$ cat config.mk
export PLATFORM = sky130hd
export DESIGN_NAME = pci_primary_addr_data_parity
export DESIGN_NICKNAME = d
export VERILOG_FILES = /design/src/pci_pri_pkg.sv /design/src/pci_primary_addr_data_parity.sv
export VERILOG_INCLUDE_DIRS = /design/src
export SDC_FILE = /design/constraint.sdc
export NUM_CORES = 1
export LEC_CHECK = 0
export ABC_AREA = 1
export BUFFER_PORTS_ARGS = -buffer_cell sky130_fd_sc_hd__buf_2
export CAP_MARGIN = 20
export CORE_MARGIN = 3
export CORE_UTILIZATION = 50
export CTS_BUF_LIST = sky130_fd_sc_hd__clkbuf_4
export DETAILED_ROUTE_END_ITERATION = 8
export PLACE_DENSITY = 0.79
export SYNTH_ARGS = -nofsm -noshare
export SYNTH_HDL_FRONTEND = slang
export SYNTH_SLANG_ARGS = --single-unit
$ cat constraint.sdc
create_clock -name sys_clk_in -period 1.74 [get_ports sys_clk_in]
set_input_delay 0.348 -clock sys_clk_in [delete_from_list [all_inputs] [get_ports sys_clk_in]]
set_output_delay 0.348 -clock sys_clk_in [all_outputs]
set_load 0.02 [all_outputs]
$ cat src/pci_pri_regs.svh
`ifndef PCI_PRI_REGS_SVH
`define PCI_PRI_REGS_SVH

// bus geometry
`define PRI_AD_W 32
`define PRI_CBE_W 4

// highest bus clock the path serves, full and reduced-speed variants
`define PRI_MAX_MHZ 66
`define PRI_MAX_MHZ_SLOW 33

// value driven while parking on the bus
`define PRI_PARK_AD 32'h0000_0000
`define PRI_PARK_CBE 4'h0

`endif

$ cat src/pci_pri_pkg.sv
package pci_pri_pkg;

    // one sample of the primary bus pins
    typedef struct packed {
        logic [31:0] ad;
        logic [3:0] cbe;
        logic par;
        logic frame_n;
        logic irdy_n;
        logic trdy_n;
        logic gnt_n;
    } pin_sample_t;

    // address/data and command/byte-enable lanes as one word
    typedef struct packed {
        logic [31:0] ad;
        logic [3:0] cbe;
    } ad_cbe_t;

    typedef enum logic [1:0] {MST_IDLE, MST_ADDR, MST_DATA, MST_REL} mst_state_t;
    typedef enum logic [1:0] {TGT_IDLE, TGT_DATA, TGT_REL} tgt_state_t;

endpackage

$ cat src/pci_primary_addr_data_parity.sv
`timescale 1ns/1ns
`include "pci_pri_regs.svh"

module pci_primary_addr_data_parity #(
    parameter int BUS_MHZ = 66,
    parameter bit SLOW_VARIANT = 1'b0
) (
    input wire logic sys_clk_in,
    input wire logic nrst_in,
    input wire logic [31:0] ad_in,
    output logic [31:0] ad_out,
    output logic ad_oe_out,
    input wire logic [3:0] primary_cmd_byte_en_in,
    output logic [3:0] primary_cmd_byte_en_out,
    output logic primary_cmd_byte_en_oe_out,
    input wire logic primary_parity_bit_in,
    output logic primary_parity_bit_out,
    output logic primary_parity_bit_oe_out,
    input wire logic frame_n_in,
    output logic frame_n_out,
    output logic frame_oe_out,
    input wire logic primary_initiator_ready_n_in,
    output logic primary_initiator_ready_n_out,
    output logic primary_initiator_ready_n_oe_out,
    input wire logic primary_target_ready_n_in,
    output logic primary_target_ready_n_out,
    output logic primary_target_ready_n_oe_out,
    input wire logic grant_n_in,
    input wire logic mst_start_in,
    input wire logic mst_write_in,
    input wire logic [31:0] mst_addr_in,
    input wire logic [3:0] mst_cmd_in,
    input wire logic [31:0] mst_wdata_in,
    input wire logic [3:0] mst_byte_en_in,
    output logic mst_busy_out,
    output logic mst_done_out,
    output logic [31:0] mst_rdata_out,
    input wire logic tgt_read_in,
    input wire logic [31:0] tgt_rdata_in,
    output logic tgt_done_out,
    output logic addr_par_err_out,
    output logic data_par_err_out
);

    // ------------------------------------------------------------
    // parameter checks
    // ------------------------------------------------------------
    // clock ceiling
    if (BUS_MHZ < 1 || BUS_MHZ > (SLOW_VARIANT ? `PRI_MAX_MHZ_SLOW : `PRI_MAX_MHZ)) begin : g_chk
        $error("bus clock rate out of range for this variant");
    end

    // ------------------------------------------------------------
    // pin synchronisers
    // ------------------------------------------------------------
    pci_pri_pkg::pin_sample_t pin_raw;
    pci_pri_pkg::pin_sample_t sync1_q;
    pci_pri_pkg::pin_sample_t pin_q;
    pci_pri_pkg::pin_sample_t pin_prev_q;

    assign pin_raw = '{ad: ad_in, cbe: primary_cmd_byte_en_in, par: primary_parity_bit_in,
                       frame_n: frame_n_in, irdy_n: primary_initiator_ready_n_in,
                       trdy_n: primary_target_ready_n_in, gnt_n: grant_n_in};

    // two stages before use; idle-high reset keeps strobes deasserted
    always_ff @(posedge sys_clk_in) begin
        if (!nrst_in) begin
            sync1_q <= '{ad: 32'h0, cbe: 4'h0, par: 1'b0, frame_n: 1'b1, irdy_n: 1'b1,
                         trdy_n: 1'b1, gnt_n: 1'b1};
            pin_q <= '{ad: 32'h0, cbe: 4'h0, par: 1'b0, frame_n: 1'b1, irdy_n: 1'b1,
                       trdy_n: 1'b1, gnt_n: 1'b1};
            pin_prev_q <= '{ad: 32'h0, cbe: 4'h0, par: 1'b0, frame_n: 1'b1, irdy_n: 1'b1,
                            trdy_n: 1'b1, gnt_n: 1'b1};
        end else begin
            sync1_q <= pin_raw;
            pin_q <= sync1_q;
            pin_prev_q <= pin_q;
        end
    end

    // ------------------------------------------------------------
    // transaction state and pin drive
    // ------------------------------------------------------------
    pci_pri_pkg::mst_state_t mst_q, mst_d;
    pci_pri_pkg::tgt_state_t tgt_q, tgt_d;
    pci_pri_pkg::ad_cbe_t drv_q, drv_d;
    logic ad_oe_q, ad_oe_d, cbe_oe_q, cbe_oe_d;
    logic frame_n_q, frame_n_d, frame_oe_q, frame_oe_d;
    logic irdy_n_q, irdy_n_d, irdy_oe_q, irdy_oe_d;
    logic trdy_n_q, trdy_n_d, trdy_oe_q, trdy_oe_d;
    logic write_q, write_d;
    logic [31:0] wdata_q, wdata_d, rdata_q, rdata_d;
    logic [3:0] be_q, be_d;
    logic mst_done_q, mst_done_d, tgt_done_q, tgt_done_d;
    logic bus_idle;

    assign bus_idle = pin_q.frame_n && pin_q.irdy_n;

    always_comb begin
        mst_d = mst_q;
        tgt_d = tgt_q;
        drv_d = drv_q;
        ad_oe_d = 1'b0;
        cbe_oe_d = 1'b0;
        frame_n_d = 1'b1;
        frame_oe_d = 1'b0;
        irdy_n_d = 1'b1;
        irdy_oe_d = 1'b0;
        trdy_n_d = 1'b1;
        trdy_oe_d = 1'b0;
        write_d = write_q;
        wdata_d = wdata_q;
        be_d = be_q;
        rdata_d = rdata_q;
        mst_done_d = 1'b0;
        tgt_done_d = 1'b0;
        case (mst_q)
            pci_pri_pkg::MST_IDLE: begin
                if (mst_start_in && !pin_q.gnt_n && bus_idle &&
                    tgt_q == pci_pri_pkg::TGT_IDLE) begin
                    mst_d = pci_pri_pkg::MST_ADDR;
                    drv_d = '{ad: mst_addr_in, cbe: mst_cmd_in};
                    write_d = mst_write_in;
                    wdata_d = mst_wdata_in;
                    be_d = mst_byte_en_in;
                    ad_oe_d = 1'b1;
                    cbe_oe_d = 1'b1;
                    frame_n_d = 1'b0;
                    frame_oe_d = 1'b1;
                end
            end
            pci_pri_pkg::MST_ADDR: begin
                // byte enables replace command; single final phase
                mst_d = pci_pri_pkg::MST_DATA;
                drv_d = '{ad: write_q ? wdata_q : drv_q.ad, cbe: be_q};
                ad_oe_d = write_q;
                cbe_oe_d = 1'b1;
                frame_oe_d = 1'b1;
                irdy_n_d = 1'b0;
                irdy_oe_d = 1'b1;
            end
            pci_pri_pkg::MST_DATA: begin
                cbe_oe_d = 1'b1;
                ad_oe_d = write_q;
                // word moves only with target ready sampled low
                if (!pin_q.trdy_n) begin
                    mst_d = pci_pri_pkg::MST_REL;
                    rdata_d = pin_q.ad;
                    mst_done_d = 1'b1;
                    ad_oe_d = 1'b0;
                    cbe_oe_d = 1'b0;
                    irdy_oe_d = 1'b1;
                end else begin
                    irdy_n_d = 1'b0;
                    irdy_oe_d = 1'b1;
                end
            end
            pci_pri_pkg::MST_REL: begin
                mst_d = pci_pri_pkg::MST_IDLE;
            end
            default: mst_d = pci_pri_pkg::MST_IDLE;
        endcase
        case (tgt_q)
            pci_pri_pkg::TGT_IDLE: begin
                // wait for initiator ready in the synced view, so the byte enables that
                // read parity must cover are already known when target ready goes low
                if (tgt_read_in && mst_q == pci_pri_pkg::MST_IDLE && !mst_start_in &&
                    !pin_q.irdy_n) begin
                    tgt_d = pci_pri_pkg::TGT_DATA;
                    drv_d.ad = tgt_rdata_in;
                    ad_oe_d = 1'b1;
                    trdy_n_d = 1'b0;
                    trdy_oe_d = 1'b1;
                end
            end
            pci_pri_pkg::TGT_DATA: begin
                // completes only with initiator ready sampled low
                if (!pin_q.irdy_n) begin
                    tgt_d = pci_pri_pkg::TGT_REL;
                    tgt_done_d = 1'b1;
                    // target ready driven high one clock
                    trdy_oe_d = 1'b1;
                end else begin
                    ad_oe_d = 1'b1;
                    trdy_n_d = 1'b0;
                    trdy_oe_d = 1'b1;
                end
            end
            pci_pri_pkg::TGT_REL: tgt_d = pci_pri_pkg::TGT_IDLE;
            default: tgt_d = pci_pri_pkg::TGT_IDLE;
        endcase
        // park lanes while idle and granted
        if (mst_d == pci_pri_pkg::MST_IDLE && tgt_d == pci_pri_pkg::TGT_IDLE &&
            mst_q == pci_pri_pkg::MST_IDLE && tgt_q == pci_pri_pkg::TGT_IDLE &&
            !pin_q.gnt_n && bus_idle) begin
            drv_d = '{ad: `PRI_PARK_AD, cbe: `PRI_PARK_CBE};
            ad_oe_d = 1'b1;
            cbe_oe_d = 1'b1;
        end
    end

    always_ff @(posedge sys_clk_in) begin
        if (!nrst_in) begin
            mst_q <= pci_pri_pkg::MST_IDLE;
            tgt_q <= pci_pri_pkg::TGT_IDLE;
            drv_q <= '{ad: 32'h0, cbe: 4'h0};
            ad_oe_q <= 1'b0;
            cbe_oe_q <= 1'b0;
            frame_n_q <= 1'b1;
            frame_oe_q <= 1'b0;
            irdy_n_q <= 1'b1;
            irdy_oe_q <= 1'b0;
            trdy_n_q <= 1'b1;
            trdy_oe_q <= 1'b0;
            write_q <= 1'b0;
            wdata_q <= 32'h0;
            be_q <= 4'h0;
            rdata_q <= 32'h0;
            mst_done_q <= 1'b0;
            tgt_done_q <= 1'b0;
        end else begin
            mst_q <= mst_d;
            tgt_q <= tgt_d;
            drv_q <= drv_d;
            ad_oe_q <= ad_oe_d;
            cbe_oe_q <= cbe_oe_d;
            frame_n_q <= frame_n_d;
            frame_oe_q <= frame_oe_d;
            irdy_n_q <= irdy_n_d;
            irdy_oe_q <= irdy_oe_d;
            trdy_n_q <= trdy_n_d;
            trdy_oe_q <= trdy_oe_d;
            write_q <= write_d;
            wdata_q <= wdata_d;
            be_q <= be_d;
            rdata_q <= rdata_d;
            mst_done_q <= mst_done_d;
            tgt_done_q <= tgt_done_d;
        end
    end

    // ------------------------------------------------------------
    // parity generation and checking
    // ------------------------------------------------------------
    logic par_q, par_d, par_oe_q, par_oe_d;
    logic exp_par_q, exp_par_d, chk_addr_q, chk_addr_d, chk_data_q, chk_data_d;
    logic addr_err_q, addr_err_d, data_err_q, data_err_d;
    pci_pri_pkg::ad_cbe_t par_src;

    always_comb begin
        // parity of last clock's lanes; as target the command lanes are
        // the initiator's, taken from the synced view, which it holds for the phase
        par_src = '{ad: drv_q.ad, cbe: cbe_oe_q ? drv_q.cbe : pin_q.cbe};
        par_d = ^par_src;
        // parity follows the lanes by one clock
        par_oe_d = ad_oe_q;
        // expected parity of sampled lanes, compared a clock later
        exp_par_d = ^{pin_q.ad, pin_q.cbe};
        // address phase driven by someone else
        chk_addr_d = !pin_q.frame_n && pin_prev_q.frame_n && !frame_oe_q;
        // word driven by the far side: read data we initiated (the target path serves reads only)
        chk_data_d = !pin_q.irdy_n && !pin_q.trdy_n && !ad_oe_q;
        addr_err_d = chk_addr_q && (pin_q.par != exp_par_q);
        data_err_d = chk_data_q && (pin_q.par != exp_par_q);
    end

    always_ff @(posedge sys_clk_in) begin
        if (!nrst_in) begin
            par_q <= 1'b0;
            par_oe_q <= 1'b0;
            exp_par_q <= 1'b0;
            chk_addr_q <= 1'b0;
            chk_data_q <= 1'b0;
            addr_err_q <= 1'b0;
            data_err_q <= 1'b0;
        end else begin
            par_q <= par_d;
            par_oe_q <= par_oe_d;
            exp_par_q <= exp_par_d;
            chk_addr_q <= chk_addr_d;
            chk_data_q <= chk_data_d;
            addr_err_q <= addr_err_d;
            data_err_q <= data_err_d;
        end
    end

    // ------------------------------------------------------------
    // outputs
    // ------------------------------------------------------------
    assign ad_out = drv_q.ad;
    assign ad_oe_out = ad_oe_q;
    assign primary_cmd_byte_en_out = drv_q.cbe;
    assign primary_cmd_byte_en_oe_out = cbe_oe_q;
    assign primary_parity_bit_out = par_q;
    assign primary_parity_bit_oe_out = par_oe_q;
    assign frame_n_out = frame_n_q;
    assign frame_oe_out = frame_oe_q;
    assign primary_initiator_ready_n_out = irdy_n_q;
    assign primary_initiator_ready_n_oe_out = irdy_oe_q;
    assign primary_target_ready_n_out = trdy_n_q;
    assign primary_target_ready_n_oe_out = trdy_oe_q;
    assign mst_busy_out = (mst_q != pci_pri_pkg::MST_IDLE);
    assign mst_done_out = mst_done_q;
    assign mst_rdata_out = rdata_q;
    assign tgt_done_out = tgt_done_q;
    assign addr_par_err_out = addr_err_q;
    assign data_par_err_out = data_err_q;
endmodule

# Word level (Yosys, flattened, before mapping)
# Index checks and enable logic that the tools add are counted.
# op_classes
n_bitwise	2
n_reduce_logical	41
n_mux	32
n_eq_ne	6
# ops
operator	count
$mux W32	3
$pmux W36 S2	1
$reduce_xor A36 Y1	2
$mux W36	1
$logic_and A1 B1 Y1	18
$mux W1	13
$reduce_and A2 Y1	6
$pmux W1 S2	5
$logic_not A2 Y1	4
$mux W2	4
$pmux W2 S4	1
$logic_not A1 Y1	7
$pmux W1 S3	2
$eq A2 B1 Y1 const B	2
$eq A2 B2 Y1 const B	2
$mux W4	1
$pmux W2 S2	1
$reduce_bool A2 Y1	2
$reduce_or A2 Y1	2
$ne A2 B2 Y1 const B	1
$not A1 Y1	2
$ne A1 B1 Y1	1
# totals
elab_cells	121
input_bits	150
output_inout_bits	83
register_bits	209

# Depth between registers and ports, before layout
# depth
depth_word	13
depth_mapped	14
mapped_depth_nobuf	14

# Least setup slack after synthesis
# Ideal clock, no wire load.
# synth_timing
path_type	reg2reg
start	reg mst_q[1]
end	reg drv_q (netlist bit ad_out[0])
path_stages_with_launch	9
t_required_ns	1.624
path_buffers	1
period_less_slack_ns	1.742
arrival_time_ns	1.626
setup_ns	0.116
path_slack_ns	-0.002
path_cell_list	dfxtp_1 > inv_1 > ha_1 > inv_2 > nor4_4 > nand2_4 > nand2_4 > buf_6 > nor3_2
# synth_via
elab_chain_len	13
word_cells_on_any_way	23
cone_classes	eq/ne (3); mux (8); reduce/logical (12)
# synth_lines
item	line	source
from (decl)	pci_primary_addr_data_parity.sv:84	pci_pri_pkg::mst_state_t mst_q, mst_d;
from (signal assigned)	pci_primary_addr_data_parity.sv:204	mst_q <= pci_pri_pkg::MST_IDLE;
from (signal assigned)	pci_primary_addr_data_parity.sv:222	mst_q <= mst_d;
$logic_not A2 Y1	pci_primary_addr_data_parity.sv:117, pci_primary_addr_data_parity.sv:167, pci_primary_addr_data_parity.sv:194	
$logic_and A1 B1 Y1 (3 in a row)	pci_primary_addr_data_parity.sv:167	if (tgt_read_in && mst_q == pci_pri_pkg::MST_IDLE && !mst_start_in &&
$mux W2	pci_primary_addr_data_parity.sv:167	
$pmux W2 S2	pci_primary_addr_data_parity.sv:163	case (tgt_q)
$logic_not A2 Y1	pci_primary_addr_data_parity.sv:193	if (mst_d == pci_pri_pkg::MST_IDLE && tgt_d == pci_pri_pkg::TGT_IDLE &&
$logic_and A1 B1 Y1 (2 in a row)	pci_primary_addr_data_parity.sv:193	
$logic_and A1 B1 Y1 (2 in a row)	pci_primary_addr_data_parity.sv:194	mst_q == pci_pri_pkg::MST_IDLE && tgt_q == pci_pri_pkg::TGT_IDLE &&
$logic_and A1 B1 Y1	pci_primary_addr_data_parity.sv:195	!pin_q.gnt_n && bus_idle) begin
$reduce_or A2 Y1 (no source line)	n/a	
to (signal assigned)	pci_primary_addr_data_parity.sv:206	drv_q <= '{ad: 32'h0, cbe: 4'h0};
to (signal assigned)	pci_primary_addr_data_parity.sv:224	drv_q <= drv_d;
to (decl)	pci_primary_addr_data_parity.sv:86	pci_pri_pkg::ad_cbe_t drv_q, drv_d;
# Parallel ways exist; a longest one is shown, timed or not.
# A chain may end at the register's enable or synchronous reset.

# Final worst setup path
# layout_timing
start	reg mst_q[0]
end	out mst_busy_out
# layout_via
elab_chain_len	1
# layout_lines
item	line	source
$reduce_bool A2 Y1	pci_primary_addr_data_parity.sv:302	assign mst_busy_out = (mst_q != pci_pri_pkg::MST_IDLE);
to (decl)	pci_primary_addr_data_parity.sv:35	output logic mst_busy_out,
# No other way between the ends.

==> results.md <==
* Status: finished, final reports clean
* CORE AREA at 17500 sq um
* WL per Instance at around 15 um
* Startpoint Class: flip-flop
* Tcrit/Tclk final at between 90% and 100%
* DP HPWL at 16600 um
* Reg2Reg Depth at 8
* Most common cell in the synthesized netlist: nand2_1
* Async S/R FF share, synth at 0%
* Seq pwr share at 41.3%
* Rows at 48
* Internal at 8810 uW
* CP Data Arrival Time at ~1.4 ns
* Switching share of power at approximately a third
* Final clock skew at 0.0248 ns
* Slew @ Worst Pin at approximately 0.36 ns
* Synthesized area per cell at roughly 7.5 sq um
* H-tree Lvls at 2
* Total Power at 12900 uW
* Max Cap Viol at 0
* Num CTS Buffers at 52
* Seq/Total Area, Yosys at between 40% and 50%
* Switching power at between 4000 and 5000 uW
* Max FO, Critical Path at 4
* DP Area at roughly 11000 sq um
* Ratio of cells with drive above 1 in the final layout at approximately a quarter
* Yosys top cell area share at a little under half
* Synth area leader: dfxtp_1
* DRC at 0
* Die Y at between 100 and 150 um
* Input/output buffers at around 230
* Io pins at 233
* Die area at 19700 sq um
* Flops & latches, synth at 208
* Post-synthesis cell area at between 9000 and 10000 sq um
* Drt first pass iters at 5
* Final Critical Period at 1.72 ns
* Fin util at a little under three quarters
* Crit path top cell by count: inv_4
* CP Class: flip-flop to output pin
* Worst hold stages at 3
* TNS Setup at 0 ns
* Slowest Stage Delay on Critical Path at 0.36 ns
* Met3 Use GR at under 10%
* Final setup viols at 0
* Worst hold slack at approximately 0.064 ns
* Initial antenna violation count at 2
* Combinational Power Share at about a quarter
* Global-route wire length before repair at ~44000 um
* Slowest stage cell on the critical path: dfxtp_2
* Ys Warns at 0
* Ranking of synthesized cells by area: dfxtp_1 (46%), nand2_1 (14%), inv_1 (6.4%)
* Global-route usage over all layers at 27.0%
* Final ANT Viol Nets at 0
* Final Hold Viols at 0
* Syn Inst Count at around 1.2k
* Critical path cell sequence: inv_4, ha_4, inv_4, buf_6
* Mapped Nets at 1366
* Grt met2 use at 48.4%
* Post-synth EDFFs at 0
* Fin area at 12500 sq um
* Chip Width at between 100 and 150 um
* DR vias/cell at ~5.0
* P_leak at 0.00650 uW
* Critical Path RT at between 1 and 1.5 ns
* F_max at 0.580 GHz
* Initial Util at between 50% and 60%
* P per Cell Area at 1030 nW/um^2
* CTS tree: done
* CTS clock-pin slew for the worst setup and hold paths at about 0.070 ns
* DR vias at ~9.3k
* Worst Setup End Kind: output pin
* Grt met1 use at between 20% and 30%
* Slew Viols, Final at 0
* Clock power frac at 33.3%
* TritonCTS sink count at 208
* Placer Congestion at 0.850
* Root Driver: clkbuf_4
* Reg2reg setup slack at about 0.080 ns
* CTS Buffer Depth at 3
* Final #Nets at between 1.5k and 2k
* Synth Flop Type: dfxtp_1
* Largest net degree at the start of global routing at between 50 and 60
* Top cells by count, synth: nand2_1 (344), dfxtp_1 (208), inv_1 (154)
* Max IR drop VDD at 0.000640 V
* Relative slew slack at 76.1%
* HP Class: primary input to flip-flop
* Initial DRC Count at 551
* RSZ-0062 raised after global routing: true
* Unique masters post-synth at 40
* Grt peak-use layer: met2
* Worst skew pair latency at approximately 0.64 ns
* Vias in the first global route at approximately 9.3k
* Syn-to-layout area delta at 38.6%
* GR Overflow Total at 0
* Final wirelength at 27900 um
cells by family after synthesis:
logic type	Yosys count	synth area share, %
simple gates	588	27.4
xor+xnor	31	3.00
compound gates	161	12.5
flops	208	46.1
buf+inv	218	10.3
fa+ha+maj	5	0.692
placed cells by master (no fill, tap or decap), types with 10 or more instances in the layout:
cell	netlist	final
buf_2	15	230
buf_4	1	20
a21oi_1	28	28
nor2_1	144	143
o211ai_1	14	14
xor2_1	14	14
o21ai_0	33	33
dfxtp_1	208	200
clkbuf_4	0	74
xnor2_1	17	17
inv_1	154	152
a21oi_2	17	17
buf_12	0	11
or2_2	10	10
dlygate4sd3_1	0	118
nor3_2	17	17
nand3_1	60	60
nand2_1	344	343
o21ai_1	38	38
per-layer routing:
layer  vias to the layer above  wire length (um)
li1                       4564                 -
met5                         -                 0
met1                      4175             10400
met2                       453             13900
met3                       117              2260
met4                         0              1350
final timing paths:
kind	endpoint	start
worst max-delay path	mst_busy_out	mst_q[0]
worst min-delay path	ad_out[20]	tgt_rdata_in[20]
worst max register to register	ad_out[7]	mst_q[1]
worst min register to register	pin_q[31]	sync1_q[31]
stage by stage:
stage,setup WS (ns),cells
floorplan,0.0673,1211
global placement,0.0493,1637
detailed placement,-0.0478,1637
CTS,-0.0487,1843
global route,-0.0632,1850
finish,0.0168,1850
power groups by stage:
stage	Clock [uW]	Sequential, uW	Combinational, uW
finish	4290	5320	3270
global route	4650	5350	3550
CTS	4380	5310	3090
detailed placement	0	5400	2780
global placement	0	5400	2710
floorplan	0	5540	1760
state kept, by name, indices dropped and copies added (netlist names), 2 cells and up:
register	cells
mst_q	2
mst_rdata_out	32
ad_out	32
primary_cmd_byte_en_out	4
be_q	4
tgt_q	2
sync1_q	41
pin_q	41
wdata_q	32
worst max-delay path, delay by kind of cell, from the launching register on:
kind                     cells  cell delay, ns
buffers and inverters        3            0.23
adder cells (fa/ha/maj)      1            0.16
flip-flops                   1            0.36
repair_timing:
| action | in CTS | in global routing |
|---|---|---|
| endpoints found under the hold margin | 114 | 0 |
| gates cloned | 0 | 3 |
| setup endpoints to repair | 36 | 23 |
| setup buffers | 2 | 2 |
| gates resized for setup | 14 | 7 |
| pin swaps | 1 | 1 |
| hold buffers | 118 | 0 |
layout make-up:
cell class                 count  area, sq um
inverter                     158          601
clock inverter                12          125
antenna                        2         5.00
timing repair buffer         386         2820
clock buffer                  74          556
fill                        1241         4950
sequential                   208         4170
multi-input combinational    785         3960
tap                          225          282
No activity file was read; power rests on OpenSTA's default activity.
